--- config.mk ---
export PLATFORM = sky130hd
export DESIGN_NAME = ppm_power_mode_ctrl
export DESIGN_NICKNAME = d
export VERILOG_FILES = /design/src/design/ppm_pkg.sv /design/src/design/ppm_power_mode_ctrl.sv
export SDC_FILE = /design/constraint.sdc
export NUM_CORES = 1
export LEC_CHECK = 0
export BUFFER_PORTS_ARGS = -buffer_cell sky130_fd_sc_hd__clkbuf_2
export CAP_MARGIN = 20
export CORE_ASPECT_RATIO = 0.8
export CORE_UTILIZATION = 59
export CTS_CLUSTER_DIAMETER = 200
export DETAILED_ROUTE_END_ITERATION = 10
export GPL_TIMING_DRIVEN = 0
export PLACE_DENSITY = 0.84
export SKIP_CTS_REPAIR_TIMING = 1
export SLEW_MARGIN = 30
export SYNTH_ARGS = -nofsm -noshare
export SYNTH_HDL_FRONTEND = slang
export SYNTH_SLANG_ARGS = --single-unit
--- constraint.sdc ---
create_clock -name ref_clk_i -period 4.1 [get_ports ref_clk_i]
set_input_delay 0.82 -clock ref_clk_i [delete_from_list [all_inputs] [get_ports ref_clk_i]]
set_output_delay 0.82 -clock ref_clk_i [all_outputs]
set_load 0.05 [all_outputs]
--- src/design/ppm_pkg.sv ---
// Package: register map, field positions, reset values, timing and state types for the power-mode block
package ppm_pkg;

  // ****************************************************
  // Register indices (byte address is four times the index)
  // ****************************************************
  localparam logic [5:0] REG_BASIC_CTRL = 6'h00;
  localparam logic [5:0] REG_DIG_CTRL = 6'h10;
  localparam logic [5:0] REG_AFE_CTRL = 6'h11;
  localparam logic [5:0] REG_EXP_CTRL = 6'h18;
  localparam logic [5:0] REG_PHY_CTRL2 = 6'h1F;
  localparam logic [5:0] REG_PWR_STATUS = 6'h20;
  localparam logic [5:0] REG_PWR_CFG = 6'h21;

  // ****************************************************
  // Field positions
  // ****************************************************
  localparam int BIT_SOFT_RESET = 15;
  localparam int BIT_AUTONEG_EN = 12;
  localparam int BIT_POWER_DOWN = 11;
  localparam int BIT_PLL_AUTO_OFF = 4;
  localparam int BIT_SLOW_OSC = 5;
  localparam int BIT_ENERGY_DETECT_POWER_DOWN_DISABLE = 11;
  localparam int BIT_PWR_SAVE = 10;
  localparam int BIT_LONG_PULSE = 0;

  // ****************************************************
  // Reset values
  // ****************************************************
  localparam logic RST_AUTONEG_EN = 1'b1;
  localparam logic RST_POWER_DOWN = 1'b0;
  localparam logic RST_PLL_AUTO_OFF = 1'b0;
  localparam logic RST_SLOW_OSC = 1'b0;
  localparam logic RST_ENERGY_DETECT_POWER_DOWN_DISABLE = 1'b1;
  localparam logic RST_PWR_SAVE = 1'b0;
  localparam logic RST_LONG_PULSE = 1'b0;

  // ****************************************************
  // Timing
  // ****************************************************
  localparam int CLK_FREQ_MHZ = 125;
  localparam int LINK_PULSE_US = 16000;
  localparam int LINK_PULSE_CYC = LINK_PULSE_US * CLK_FREQ_MHZ;
  localparam int WAKE_HOLD_US = 2000;
  localparam int WAKE_HOLD_CYC = WAKE_HOLD_US * CLK_FREQ_MHZ;
  localparam int LONG_PULSE_SHIFT = 2;
  localparam int CNT_W = 26;

  // ****************************************************
  // State types
  // ****************************************************
  typedef enum logic [2:0] {
    ST_NORMAL,
    ST_PSAVE,
    ST_ENERGY_DETECT_POWER_DOWN,
    ST_WAKE,
    ST_PDOWN
  } ppm_state_t;

  typedef struct packed {
    ppm_state_t st;
    logic an_en;
    logic pd;
    logic pll_auto;
    logic slow_osc;
    logic energy_detect_power_down_dis;
    logic ps_en;
    logic long_pulse;
    logic link_s1;
    logic link_s2;
    logic nrg_s1;
    logic nrg_s2;
    logic [CNT_W-1:0] pulse_cnt;
    logic [CNT_W-1:0] wake_cnt;
    logic link_pulse;
    logic soft_rst;
    logic [31:0] prdata;
  } ppm_regs_t;

endpackage

--- src/design/ppm_power_mode_ctrl.sv ---
// Power-mode sequencer of a 10/100 transceiver with an APB register slave
//
// Overview of operation
// - A one in the power-saving enable bit enables power-saving, active only with auto-negotiation on and no link.
// - In power-saving every transceiver block except transmitter, energy detector and PLL is off.
// - Power-saving enable comes up disabled after reset.
// - A zero in the energy-detect power-down disable bit enables it, active only with auto-negotiation on and no link.
// - With PLL auto-off set, energy-detect power-down also turns the PLL off, leaving transmitter and detector.
// - In energy-detect power-down link pulses keep going out periodically, optionally at a longer interval.
// - Energy-detect power-down comes up disabled after reset.
// - A one in the power-down bit disables everything but the management interface.
// - Writing the power-down bit back to zero leaves power-down.
// - A one in the slow-oscillator bit disconnects the reference clock input and selects the slow oscillator.
// - Slow oscillator together with power-down is the lowest power state, management alone working.
// - The auto-negotiation enable bit gates both cable-unplugged low-power modes.
`timescale 1ns/1ps

module ppm_power_mode_ctrl
  import ppm_pkg::*;
#(
  parameter int unsigned PULSE_CYC = LINK_PULSE_CYC,
  parameter int unsigned WAKE_CYC = WAKE_HOLD_CYC
) (
  input wire logic ref_clk_i,
  input wire logic arst_n_i,
  input wire logic psel_i,
  input wire logic penable_i,
  input wire logic pwrite_i,
  input wire logic [7:0] paddr_i,
  input wire logic [31:0] pwdata_i,
  output logic [31:0] prdata_o,
  output logic pready_o,
  output logic pslverr_o,
  input wire logic link_up_i,
  input wire logic energy_detect_i,
  output logic xcvr_core_pwr_o,
  output logic tx_pwr_o,
  output logic energy_det_pwr_o,
  output logic pll_pwr_o,
  output logic link_pulse_o,
  output logic slow_osc_sel_o,
  output logic reference_clock_input_en_o,
  output logic soft_reset_o
);

  // ****************************************************
  // Constants sized to their targets
  // ****************************************************
  localparam logic [CNT_W-1:0] PULSE_LAST = CNT_W'(PULSE_CYC - 1);
  localparam logic [CNT_W-1:0] LONG_LAST = CNT_W'((PULSE_CYC << LONG_PULSE_SHIFT) - 1);
  localparam logic [CNT_W-1:0] WAKE_LAST = CNT_W'(WAKE_CYC - 1);
  localparam logic [CNT_W-1:0] CNT_ONE = CNT_W'(1);

  ppm_regs_t cur;
  ppm_regs_t next_cur;
  logic acc;
  logic wr;
  logic setup;
  logic [5:0] idx;
  logic mapped;
  logic lp_ok;
  logic [31:0] rd_val;

  // ****************************************************
  // APB decode
  // ****************************************************
  // Zero-wait slave; read data is captured in the setup cycle
  assign idx = paddr_i[7:2];
  assign mapped = (paddr_i[1:0] == 2'h0) &&
                  (idx == REG_BASIC_CTRL || idx == REG_DIG_CTRL || idx == REG_AFE_CTRL ||
                   idx == REG_EXP_CTRL || idx == REG_PHY_CTRL2 || idx == REG_PWR_STATUS ||
                   idx == REG_PWR_CFG);
  assign setup = psel_i && !penable_i;
  assign acc = psel_i && penable_i;
  assign wr = acc && pwrite_i && mapped;
  assign pready_o = 1'b1;
  // Error only in the access phase, so an idle bus never flags one
  assign pslverr_o = acc && !mapped;
  assign prdata_o = cur.prdata;

  // Read mux; soft reset self-clears so it always reads zero
  always_comb begin
    rd_val = 32'h0000_0000;
    unique case (idx)
      REG_BASIC_CTRL: begin
        rd_val[BIT_AUTONEG_EN] = cur.an_en;
        rd_val[BIT_POWER_DOWN] = cur.pd;
      end
      REG_DIG_CTRL: rd_val[BIT_PLL_AUTO_OFF] = cur.pll_auto;
      REG_AFE_CTRL: rd_val[BIT_SLOW_OSC] = cur.slow_osc;
      REG_EXP_CTRL: rd_val[BIT_ENERGY_DETECT_POWER_DOWN_DISABLE] = cur.energy_detect_power_down_dis;
      REG_PHY_CTRL2: rd_val[BIT_PWR_SAVE] = cur.ps_en;
      REG_PWR_STATUS: rd_val = {24'h00_0000, cur.pd && cur.slow_osc, cur.nrg_s2, cur.link_s2, pll_pwr_o,
                                cur.st == ST_WAKE, cur.st == ST_PDOWN, cur.st == ST_ENERGY_DETECT_POWER_DOWN,
                                cur.st == ST_PSAVE};
      REG_PWR_CFG: rd_val[BIT_LONG_PULSE] = cur.long_pulse;
      default: rd_val = 32'h0000_0000;
    endcase
  end

  // ****************************************************
  // Next-state logic
  // ****************************************************
  // low-power modes need auto-negotiation on and no link
  assign lp_ok = cur.an_en && !cur.link_s2;

  always_comb begin
    next_cur = cur;
    next_cur.soft_rst = 1'b0;
    next_cur.link_pulse = 1'b0;
    // Two-flop synchronisers for the pin inputs
    next_cur.link_s1 = link_up_i;
    next_cur.link_s2 = cur.link_s1;
    next_cur.nrg_s1 = energy_detect_i;
    next_cur.nrg_s2 = cur.nrg_s1;
    if (setup) begin
      next_cur.prdata = rd_val;
    end

    // Register writes
    if (wr) begin
      unique case (idx)
        REG_BASIC_CTRL: begin
          next_cur.an_en = pwdata_i[BIT_AUTONEG_EN];
          next_cur.pd = pwdata_i[BIT_POWER_DOWN];
        end
        REG_DIG_CTRL: next_cur.pll_auto = pwdata_i[BIT_PLL_AUTO_OFF];
        REG_AFE_CTRL: next_cur.slow_osc = pwdata_i[BIT_SLOW_OSC];
        REG_EXP_CTRL: next_cur.energy_detect_power_down_dis = pwdata_i[BIT_ENERGY_DETECT_POWER_DOWN_DISABLE];
        REG_PHY_CTRL2: next_cur.ps_en = pwdata_i[BIT_PWR_SAVE];
        REG_PWR_CFG: next_cur.long_pulse = pwdata_i[BIT_LONG_PULSE];
        default: next_cur.prdata = cur.prdata;
      endcase
    end

    // Soft reset returns every control bit to its default, last step of the exit sequence
    if (wr && idx == REG_BASIC_CTRL && pwdata_i[BIT_SOFT_RESET]) begin
      next_cur.soft_rst = 1'b1;
      next_cur.an_en = RST_AUTONEG_EN;
      next_cur.pd = RST_POWER_DOWN;
      next_cur.pll_auto = RST_PLL_AUTO_OFF;
      next_cur.slow_osc = RST_SLOW_OSC;
      next_cur.energy_detect_power_down_dis = RST_ENERGY_DETECT_POWER_DOWN_DISABLE;
      next_cur.ps_en = RST_PWR_SAVE;
      next_cur.long_pulse = RST_LONG_PULSE;
    end

    // Power state machine
    next_cur.pulse_cnt = '0;
    next_cur.wake_cnt = '0;
    unique case (cur.st)
      ST_NORMAL: begin
        // energy-detect power-down wins over power-saving, saving more
        if (lp_ok && !cur.energy_detect_power_down_dis && !cur.nrg_s2) begin
          next_cur.st = ST_ENERGY_DETECT_POWER_DOWN;
        end else if (lp_ok && cur.ps_en && !cur.nrg_s2) begin
          next_cur.st = ST_PSAVE;
        end
      end
      ST_PSAVE: begin
        if (cur.nrg_s2) begin
          next_cur.st = ST_WAKE;
        end else if (!lp_ok || !cur.ps_en || !cur.energy_detect_power_down_dis) begin
          next_cur.st = ST_NORMAL;
        end
      end
      ST_ENERGY_DETECT_POWER_DOWN: begin
        // periodic link pulses, interval optionally lengthened
        next_cur.pulse_cnt = cur.pulse_cnt + CNT_ONE;
        // Compare with >= so a shortened interval cannot strand the count past its end
        if (cur.pulse_cnt >= (cur.long_pulse ? LONG_LAST : PULSE_LAST)) begin
          next_cur.pulse_cnt = '0;
          next_cur.link_pulse = 1'b1;
        end
        if (cur.nrg_s2) begin
          next_cur.st = ST_WAKE;
        end else if (!lp_ok || cur.energy_detect_power_down_dis) begin
          next_cur.st = ST_NORMAL;
        end
      end
      ST_WAKE: begin
        // Hold blocks powered long enough for link establishment to start
        next_cur.wake_cnt = cur.wake_cnt + CNT_ONE;
        if (cur.link_s2 || !cur.an_en || cur.wake_cnt == WAKE_LAST) begin
          next_cur.st = ST_NORMAL;
        end
      end
      ST_PDOWN: begin
        // leave power-down once the bit is cleared
        if (!cur.pd) begin
          next_cur.st = ST_NORMAL;
        end
      end
      default: next_cur.st = ST_NORMAL;
    endcase
    if (cur.pd) begin
      next_cur.st = ST_PDOWN;
      // No link pulse leaves a powered-down transmitter
      next_cur.link_pulse = 1'b0;
      next_cur.pulse_cnt = '0;
      next_cur.wake_cnt = '0;
    end
  end

  // ****************************************************
  // State register
  // ****************************************************
  always_ff @(posedge ref_clk_i or negedge arst_n_i) begin
    if (!arst_n_i) begin
      cur <= '{st: ST_NORMAL, an_en: RST_AUTONEG_EN, pd: RST_POWER_DOWN, pll_auto: RST_PLL_AUTO_OFF,
               slow_osc: RST_SLOW_OSC, energy_detect_power_down_dis: RST_ENERGY_DETECT_POWER_DOWN_DISABLE, ps_en: RST_PWR_SAVE,
               long_pulse: RST_LONG_PULSE, prdata: 32'h0000_0000, pulse_cnt: '0, wake_cnt: '0,
               default: 1'b0};
    end else begin
      cur <= next_cur;
    end
  end

  // ****************************************************
  // Power outputs
  // ****************************************************
  // receive-side blocks only in normal operation or while waking
  assign xcvr_core_pwr_o = (cur.st == ST_NORMAL) || (cur.st == ST_WAKE);
  // power-down leaves only the management slave running
  assign tx_pwr_o = cur.st != ST_PDOWN;
  assign energy_det_pwr_o = cur.st != ST_PDOWN;
  // PLL drops in power-down, and in energy-detect power-down with auto-off set
  assign pll_pwr_o = (cur.st != ST_PDOWN) && !((cur.st == ST_ENERGY_DETECT_POWER_DOWN) && cur.pll_auto);
  assign link_pulse_o = cur.link_pulse;
  // reference input gated off while the slow oscillator runs
  assign slow_osc_sel_o = cur.slow_osc;
  assign reference_clock_input_en_o = !cur.slow_osc;
  assign soft_reset_o = cur.soft_rst;
endmodule // ppm_power_mode_ctrl

==> metrics, run 1 <==
sequential share of power=0.530; Die W=96.9 um; Die Y-Extent=77.9 um; Synth area leader=dfrtp_1; cell types with the largest area share after synthesis=dfrtp_1, buf_4, xor2_1; area of the die=7550 um^2; total detailed-routing wirelength=8.51 mm; post-layout minimum cycle time=2.88 ns; Clk Tree Root Cell=clkbuf_8; initial core utilization=0.614; number of iterations in the first detailed-routing pass=5; synthesized area divided by synthesized cell count=9.45 um^2; area of the core region=6930 um^2; worst setup path start=paddr_i[6]; number of synthesized flops with an enable pin=0; antenna violations before repair=0; CP Max Fanout=4; endpoint kind of the worst setup timing path=output port; critical path launch point type=primary input; number of cells on the worst hold path=0; clock latency of the later-clocked register in the worst-skew pair=0.35 ns; highest clock frequency the design can meet=347 MHz; Final Hold Vio Count=0; Layout Cell Area excl Fill=4840 um^2; internal portion of total power=1.11 mW; YS warnings=0; clock slew at reported path FFs=0.07 ns; number of endpoints failing setup at the final stage=0; worst hold path type=reg2reg; Tightest Pin Transition=0.804 ns; part of the power in combinational logic=0.102; Placed Cells=600; row count=27; TritonCTS clock tree=built; Cell Pwr Density=310 nW/um^2; wire length per cell after detailed routing=13.8 um; H-tree levels=3; hold_ws=0.353 ns; violation count after the first detailed-route iteration=235; final std cells w/o fill=616; # diodes=0; share of the synthesized area in the top cell type=0.453; total negative slack=0 ns; layout cell share with drive strength beyond 1=0.193; total number of clock tree sinks=79; number of antenna-violating nets in the routed design=0; Mapped Cells=450; post-synthesis cell type count=51; final estimated routing congestion in global placement=0.875; clk buf depth=2; signed area change from the synthesized netlist to the final layout=13.9%; post-route DRC violation count=0; register bit count reported by yosys=79; switching share of power=0.259; global-route wire length before repair=14.4 mm; worst r2r path cells=7; prevailing post-synth register cell=dfrtp_1; pin count of the biggest net entering global routing=80; setup repair after global routing missed its margin=false; number of global-route vias before repair=3,189; global router's overall resource usage=0.238; maximum VDD drop=0.000267 V; kind of critical path=in2out; post-synthesis async set-or-reset flop share=1.00; part of the Yosys area used for sequential elements=0.466; post-place instance area=4660 um^2; via count=3,382; final period utilization=0.702; Hold Crit Start=cur[87]$_DFF_PN0_; Vias per Instance=5.49; sum of net half-perimeters after detailed placement=6.18 mm; net switching component of the power=388 uW; Slew Limit Headroom=0.459; total power after layout=1.50 mW; Final #Nets=581; static leakage=2.15 nW; Cell Area, Synth=4250 um^2; number of primary I/O pins=89; number of max-cap violations=0; run status=finished, final reports clean; worst path required time=3.28 ns; total congestion overflow=0; input/output buffers=41; worst-case clock skew=0.0159 ns; clock share of power=0.368; Critical R2R Launch=cur[90]$_DFFE_PN0P_; final number of max-transition violations=0; number of buffers created by CTS=9; WP data arrival=2.06 ns
final timing paths:
path | to | slack [ns]
max | pslverr_o | 1.22
min | cur[86]$_DFF_PN0_ | 0.35
max reg2reg | cur[77]$_DFF_PN0_ | 1.69
min reg2reg | cur[86]$_DFF_PN0_ | 0.35
max in group asynchronous | cur[55]$_DFF_PN0_ | 3.20
min in group asynchronous | cur[66]$_DFF_PN0_ | 0.49
power by group through the flow:
stage | sequential [mW] | combinational (mW) | clock, mW
global route | 0.796 | 0.166 | 0.591
floorplan | 0.811 | 0.107 | 0
finish | 0.794 | 0.153 | 0.551
global placement | 0.809 | 0.151 | 0
CTS | 0.794 | 0.154 | 0.563
detailed placement | 0.809 | 0.153 | 0
synthesized netlist by cell type, types with 16 or more instances:
| master | n |
|---|---|
| xnor2_1 | 20 |
| o21ai_0 | 16 |
| nor2_1 | 58 |
| nand4_1 | 18 |
| nand2_1 | 37 |
| dfrtp_1 | 77 |
| xor2_1 | 26 |
| nor3_1 | 18 |
| buf_4 | 34 |
| nand3_1 | 26 |
metal layers:
metal	up-vias	track usage	routed length, um
met5	-	0	0
met4	0	0.0851	109
met3	13	0.0568	480
met2	107	0.382	4060
met1	1605	0.317	3860
li1	1657	-	-
per-stage QoR:
step,util,worst slack [ns]
after floorplan,-,1.46
after global placement,0.671,1.24
after detailed placement,0.672,1.22
after CTS,0.699,1.23
after global routing,0.699,1.17
final,0.699,1.22
logic make-up (layout without fill, tap and decap cells):
logic type | Yosys count | after routing | synth area share
muxes | 2 | 2 | 0.00530
buffers and inverters | 55 | 112 | 0.0789
other | 2 | 24 | 0.00177
AOI/OAI and AO/OA | 44 | 44 | 0.0665
xor gates and xnor gates | 46 | 46 | 0.0948
DFF | 79 | 79 | 0.466
and+or+nand+nor | 212 | 212 | 0.258
adders and majority gates | 10 | 10 | 0.0294
worst max-delay path: stages:
cell,delay (ns)
clkbuf_2,0.13
mux2_2,0.34
o22ai_1,0.14
a21oi_1,0.11
o311a_1,0.29
clkbuf_2,0.23
cell type report:
type	instances	area, um^2
repair buffers	41	214
plain buffers	45	298
flip-flops and latches	79	1980
inverters	10	37.5
clock buffers	12	135
fillers	552	2090
multi-input cells	338	2020
clock inverters	4	48.8
well taps	87	109
placed cells by master (no fill, tap or decap), drive strengths merged, types with 2 or more instances in the layout:
cell type and instances:
a21oi 7, a22oi 2, a2bb2oi 2, and2 3, and3 8, and4 4, and4b 2, buf 36
clkbuf 62, clkinv 3, conb 24, dfrtp 77, dfstp 2, ha 10, inv 10, mux2 2
nand2 37, nand2b 9, nand3 26, nand4 19, nor2 59, nor2b 3, nor3 18, nor4 12
o211ai 3, o21ai 16, o31ai 6, or2 3, or3 2, or4 2, xnor2 20, xor2 26
flip-flops by register name (all words and copies together), names as in the netlist:
| name | flops |
|---|---|
| slow_osc_sel_o | 1 |
| prdata_o | 11 |
| link_pulse_o | 1 |
| soft_reset_o | 1 |
| cur | 65 |
No activity file was read; power rests on OpenSTA's default activity.
==> inputs of run 2 (changes only) <==
--- a/config.mk
+++ b/config.mk
@@ -8,11 +8,11 @@
 export BUFFER_PORTS_ARGS = -buffer_cell sky130_fd_sc_hd__clkbuf_2
 export CAP_MARGIN = 20
 export CORE_ASPECT_RATIO = 0.8
-export CORE_UTILIZATION = 59
+export CORE_UTILIZATION = 55
 export CTS_CLUSTER_DIAMETER = 200
 export DETAILED_ROUTE_END_ITERATION = 10
 export GPL_TIMING_DRIVEN = 0
-export PLACE_DENSITY = 0.84
+export PLACE_DENSITY = 0.79
 export SKIP_CTS_REPAIR_TIMING = 1
 export SLEW_MARGIN = 30
 export SYNTH_ARGS = -nofsm -noshare
==> constraint.sdc (replaced) <==
create_clock -name ref_clk_i -period 2.8 [get_ports ref_clk_i]
set_input_delay 0.56 -clock ref_clk_i [delete_from_list [all_inputs] [get_ports ref_clk_i]]
set_output_delay 0.56 -clock ref_clk_i [all_outputs]
set_load 0.05 [all_outputs]
==> metrics, run 2 (synthesis results as in run 1) <==
sum of net half-perimeters after detailed placement=6.27 mm; final number of max-transition violations=0; Final #Nets=581; run status=finished, final reports clean; highest clock frequency the design can meet=425 MHz; clock slew at reported path FFs=0.08 ns; most frequent cells in the layout=dfrtp_1, nor2_1, clkbuf_2, nand2_1, buf_4; worst-case clock skew=0.00557 ns; area of the die=8090 um^2; row count=28; most frequent standard cell in the layout excluding fill and tap cells=dfrtp_1; violation count after the first detailed-route iteration=171; clock latency of the later-clocked register in the worst-skew pair=0.35 ns; largest reg by FF count=cur; total number of clock tree sinks=79; list of cells traversed by the critical path=clkbuf_2 > mux2_2 > o22ai_1 > a21oi_1 > o311a_1 > clkbuf_2; Die Y-Extent=80.6 um; total detailed-routing wirelength=8.74 mm; static leakage=2.17 nW; number of iterations in the first detailed-routing pass=5; final period utilization=0.840; area of the core region=7430 um^2; maximum VDD drop=0.000421 V; worst path required time=2.24 ns; CP peak stage delay=0.33 ns; global-route wire length before repair=14.3 mm; kind of critical path=in2out; number of buffers created by CTS=9; signed area change from the synthesized netlist to the final layout=15.3%; Clk Tree Root Cell=clkbuf_8; number of primary I/O pins=89; CP Max Fanout=4; worst hold path type=in2async; crit path max-delay cell type=mux2_2; post-route DRC violation count=0; most used cell along the critical path=clkbuf_2; layout cell share with drive strength beyond 1=0.197; input/output buffers=41; Crit path max-delay family=compound AO/OA/AOI/OAI gates; total congestion overflow=0; Vias per Instance=5.37; post-layout minimum cycle time=2.35 ns; number of endpoints failing setup at the final stage=0; wire length per cell after detailed routing=13.8 um; Place WS=0.454 ns; endpoint kind of the worst setup timing path=output port; H-tree levels=3; Cell Pwr Density=478 nW/um^2; initial core utilization=0.572; final estimated routing congestion in global placement=0.871; global router's overall resource usage=0.230; Tightest Pin Transition=0.809 ns; Critical R2R Capture=cur[76]$_DFF_PN0_; setup repair after global routing missed its margin=false; # diodes=0; number of antenna-violating nets in the routed design=0; flip-flop count of the largest register after layout=65; count of buffering cells on the critical path with inverters included=2; Critical R2R Launch=cur[90]$_DFFE_PN0P_; pin count of the biggest net entering global routing=80; minimum setup slack in the final design=0.449 ns; Die W=100 um; critical path launch point type=primary input; number of max-cap violations=0; Slew Limit Headroom=0.456; clk buf depth=2; number of global-route vias before repair=3,130; setup slack, reg-to-reg=0.49 ns; TritonCTS clock tree=built; worst r2r path cells=7; antenna violations before repair=0; Final Hold Vio Count=0; via count=3,403; total negative slack=0 ns; WP data arrival=1.79 ns
-- run 2: cell count changes in the layout (fill, tap and decap cells not counted), sizes merged --
cell and delta:
clkinvlp +1, clkbuf -1, bufinv +1, clkinv -1
-- run 2: cell type report --
class / count / area (um^2)
fill: 620 / 2530
multi-input combinational: 338 / 2020
sequential: 79 / 1980
buffer: 45 / 298
timing repair buffer: 41 / 214
clock buffer: 11 / 141
tap: 105 / 131
clock inverter: 5 / 81.3
inverter: 10 / 37.5
-- run 2: worst max path at each step --
stage | startpoint | end | slack [ns] | cells after the start
after floorplan | cur[97]$_DFFE_PN0P_ | xcvr_core_pwr_o | 0.58 | 2
after global placement | arst_n_i | soft_reset_o$_DFF_PN0_ | 0.44 | 1
after detailed placement | paddr_i[6] | pslverr_o | 0.45 | 6
after CTS | paddr_i[6] | pslverr_o | 0.46 | 6
after global routing | cur[90]$_DFFE_PN0P_ | cur[77]$_DFF_PN0_ | 0.35 | 7
final | paddr_i[6] | pslverr_o | 0.45 | 6
-- run 2: power breakdown --
| group | total, mW | internal (mW) | switching, mW |
|---|---|---|---|
| Combinational | 0.225 | 0.0622 | 0.163 |
| Clock | 0.952 | 0.527 | 0.426 |
| Sequential | 1.16 | 1.15 | 0.0112 |
| Total | 2.34 | 1.74 | 0.600 |
-- run 2: through the flow --
step / std cells / power, mW / util / hold WS, ns / cell area [um^2]
detailed placement: 618 / 1.41 / 0.630 / 0.337 / 4680
finish: 634 / 2.34 / 0.660 / 0.222 / 4900
CTS: 634 / 2.35 / 0.660 / 0.239 / 4900
global placement: 618 / 1.41 / 0.629 / 0.334 / 4670
floorplan: 472 / 1.34 / - / 0.264 / 4330
global route: 634 / 2.42 / 0.660 / 0.265 / 4900
-- run 2: worst register-to-register path, delay by kind of cell (launching register included) --
kind	cells	cell delay (ns)
adders and majority gates	1	0.31
buffers and inverters	1	0.28
DFF	1	0.47
and+or+nand+nor	5	1.14
-- run 2: layer usage --
metal	vias up	share of wire	GRT usage
met4	0	0.017	0.0870
met2	94	0.48	0.364
li1	1659	-	-
met3	15	0.058	0.0618
met5	-	0	0
met1	1635	0.45	0.301
==> inputs of run 3 (changes only) <==
==> constraint.sdc (replaced) <==
create_clock -name ref_clk_i -period 2.2 [get_ports ref_clk_i]
set_input_delay 0.44 -clock ref_clk_i [delete_from_list [all_inputs] [get_ports ref_clk_i]]
set_output_delay 0.44 -clock ref_clk_i [all_outputs]
set_load 0.05 [all_outputs]
==> metrics, run 3 (synthesis results as in run 1) <==
static leakage=2.18 nW; area occupied by multi-input gates=2050 um^2; # diodes=0; internal portion of total power=2.22 mW; Critical R2R Capture=cur[79]$_DFF_PN0_; total congestion overflow=0; worst path required time=2.45 ns; Final Hold Vio Count=0; critical path launch point type=flop; worst-case clock skew=0.00522 ns; highest clock frequency the design can meet=442 MHz; Sequential cell area=1980 um^2; pin count of the biggest net entering global routing=80; area of the die=8090 um^2; clock share of power=0.406; total power after layout=2.98 mW; number of primary I/O pins=89; clock slew at reported path FFs=0.08 ns; signed area change from the synthesized netlist to the final layout=16.5%; largest reg by FF count=cur; global router's overall resource usage=0.230; run status=complete, but fails checks; wire length per cell after detailed routing=13.9 um; setup slack, reg-to-reg=-0.06 ns; number of iterations in the first detailed-routing pass=4; Final #Nets=583; global-route wire length before repair=14.3 mm; total number of clock tree sinks=79; maximum VDD drop=0.000536 V; Vias per Instance=5.40; via count=3,437; violation count after the first detailed-route iteration=146; clock latency of the later-clocked register in the worst-skew pair=0.36 ns; post-layout minimum cycle time=2.26 ns; WP data arrival=2.51 ns; CP Max Fanout=10; switching share of power=0.256; Layout Cell Area excl Fill=4950 um^2; Critical R2R Launch=cur[90]$_DFFE_PN0P_; sequential share of power=0.496; area of the core region=7430 um^2; total detailed-routing wirelength=8.85 mm; number of antenna-violating nets in the routed design=0; number of global-route vias before repair=3,130; Die Y-Extent=80.6 um; TritonCTS clock tree=built; sum of net half-perimeters after detailed placement=6.27 mm; final period utilization=1.03; Slew Limit Headroom=0.495; clk buf depth=2; fill cell total of the finished layout=604; number of endpoints failing setup at the final stage=15; Cell Pwr Density=602 nW/um^2; number of buffers created by CTS=9; most frequent standard cell in the layout excluding fill and tap cells=dfrtp_1; input/output buffers=41; minimum setup slack in the final design=-0.0633 ns; final estimated routing congestion in global placement=0.871; initial core utilization=0.572; failing checks=negative setup slack; post-route DRC violation count=0; Die W=100 um; Tightest Pin Transition=0.750 ns; part of the power in combinational logic=0.097; H-tree levels=3; kind of critical path=reg2reg; post-place instance area=4680 um^2; layout cell share with drive strength beyond 1=0.211; most frequent cells in the layout=dfrtp_1, nor2_1, clkbuf_2, buf_4, nand2_1; number of max-cap violations=0; endpoint kind of the worst setup timing path=flop; row count=28; final number of max-transition violations=0; worst hold path type=in2async; antenna violations before repair=0; Clk Tree Root Cell=clkbuf_8; flip-flop count of the largest register after layout=65; net switching component of the power=764 uW; worst r2r path cells=7
==> run 3: cell count changes in the layout (fill, tap and decap cells not counted), sizes merged <==
cell	before	now
buf	36	38
==> run 3: power groups by stage <==
stage | clock network [mW] | logic, mW | registers (mW)
4_1_cts | 1.23 | 0.286 | 1.48
3_3_place_gp | 0 | 0.282 | 1.51
5_1_grt | 1.28 | 0.314 | 1.48
3_5_place_dp | 0 | 0.286 | 1.51
2_1_floorplan | 0 | 0.199 | 1.51
6_report | 1.21 | 0.291 | 1.48
==> run 3: worst max-delay path by stage <==
stage | from | to | slack, ns | depth (start not counted)
after floorplan | cur[97]$_DFFE_PN0P_ | xcvr_core_pwr_o | 0.1 | 2
after global placement | cur[90]$_DFFE_PN0P_ | cur[72]$_DFF_PN0_ | -0.13 | 7
after detailed placement | cur[90]$_DFFE_PN0P_ | cur[79]$_DFF_PN0_ | -0.11 | 7
after CTS | cur[90]$_DFFE_PN0P_ | cur[79]$_DFF_PN0_ | -0.11 | 7
after global routing | cur[90]$_DFFE_PN0P_ | cur[77]$_DFF_PN0_ | -0.28 | 7
final | cur[90]$_DFFE_PN0P_ | cur[79]$_DFF_PN0_ | -0.06 | 7
==> run 3: layout make-up <==
type                            count  area share
Buffer                             45      0.0606
Clock buffer                       11      0.0285
Clock inverter                      5      0.0164
Inverter                           10     0.00758
Multi-Input combinational cell    338       0.414
Sequential cell                    79       0.400
Tap cell                          105      0.0265
Timing Repair Buffer               43      0.0462
==> run 3: worst max-delay path, stage by stage (launching register included) <==
cell	delay, ns
dfrtp_2	0.46
ha_1	0.29
or3b_2	0.43
nor4_1	0.22
nand4_1	0.31
nand3_4	0.19
buf_4	0.18
nor2_1	0.06
==> run 3: routing by layer <==
layer  up-vias  global-route usage  share of wire
met5         -                   0              0
met4         0              0.0870          0.018
met3        21              0.0618          0.051
met2       104               0.364           0.48
met1      1648               0.301           0.45
li1       1664                   -              -
==> run 3: stage by stage <==
stage | utilization | setup WS (ns) | hold slack [ns] | TNS (ns) | cells
finish | 0.667 | -0.0633 | 0.0993 | -0.601 | 636
global route | 0.667 | -0.283 | 0.145 | -5.77 | 636
CTS | 0.660 | -0.109 | 0.119 | -0.963 | 634
detailed placement | 0.630 | -0.109 | 0.337 | -0.965 | 618
global placement | 0.629 | -0.126 | 0.334 | -3.80 | 618
floorplan | - | 0.0998 | 0.144 | 0 | 472
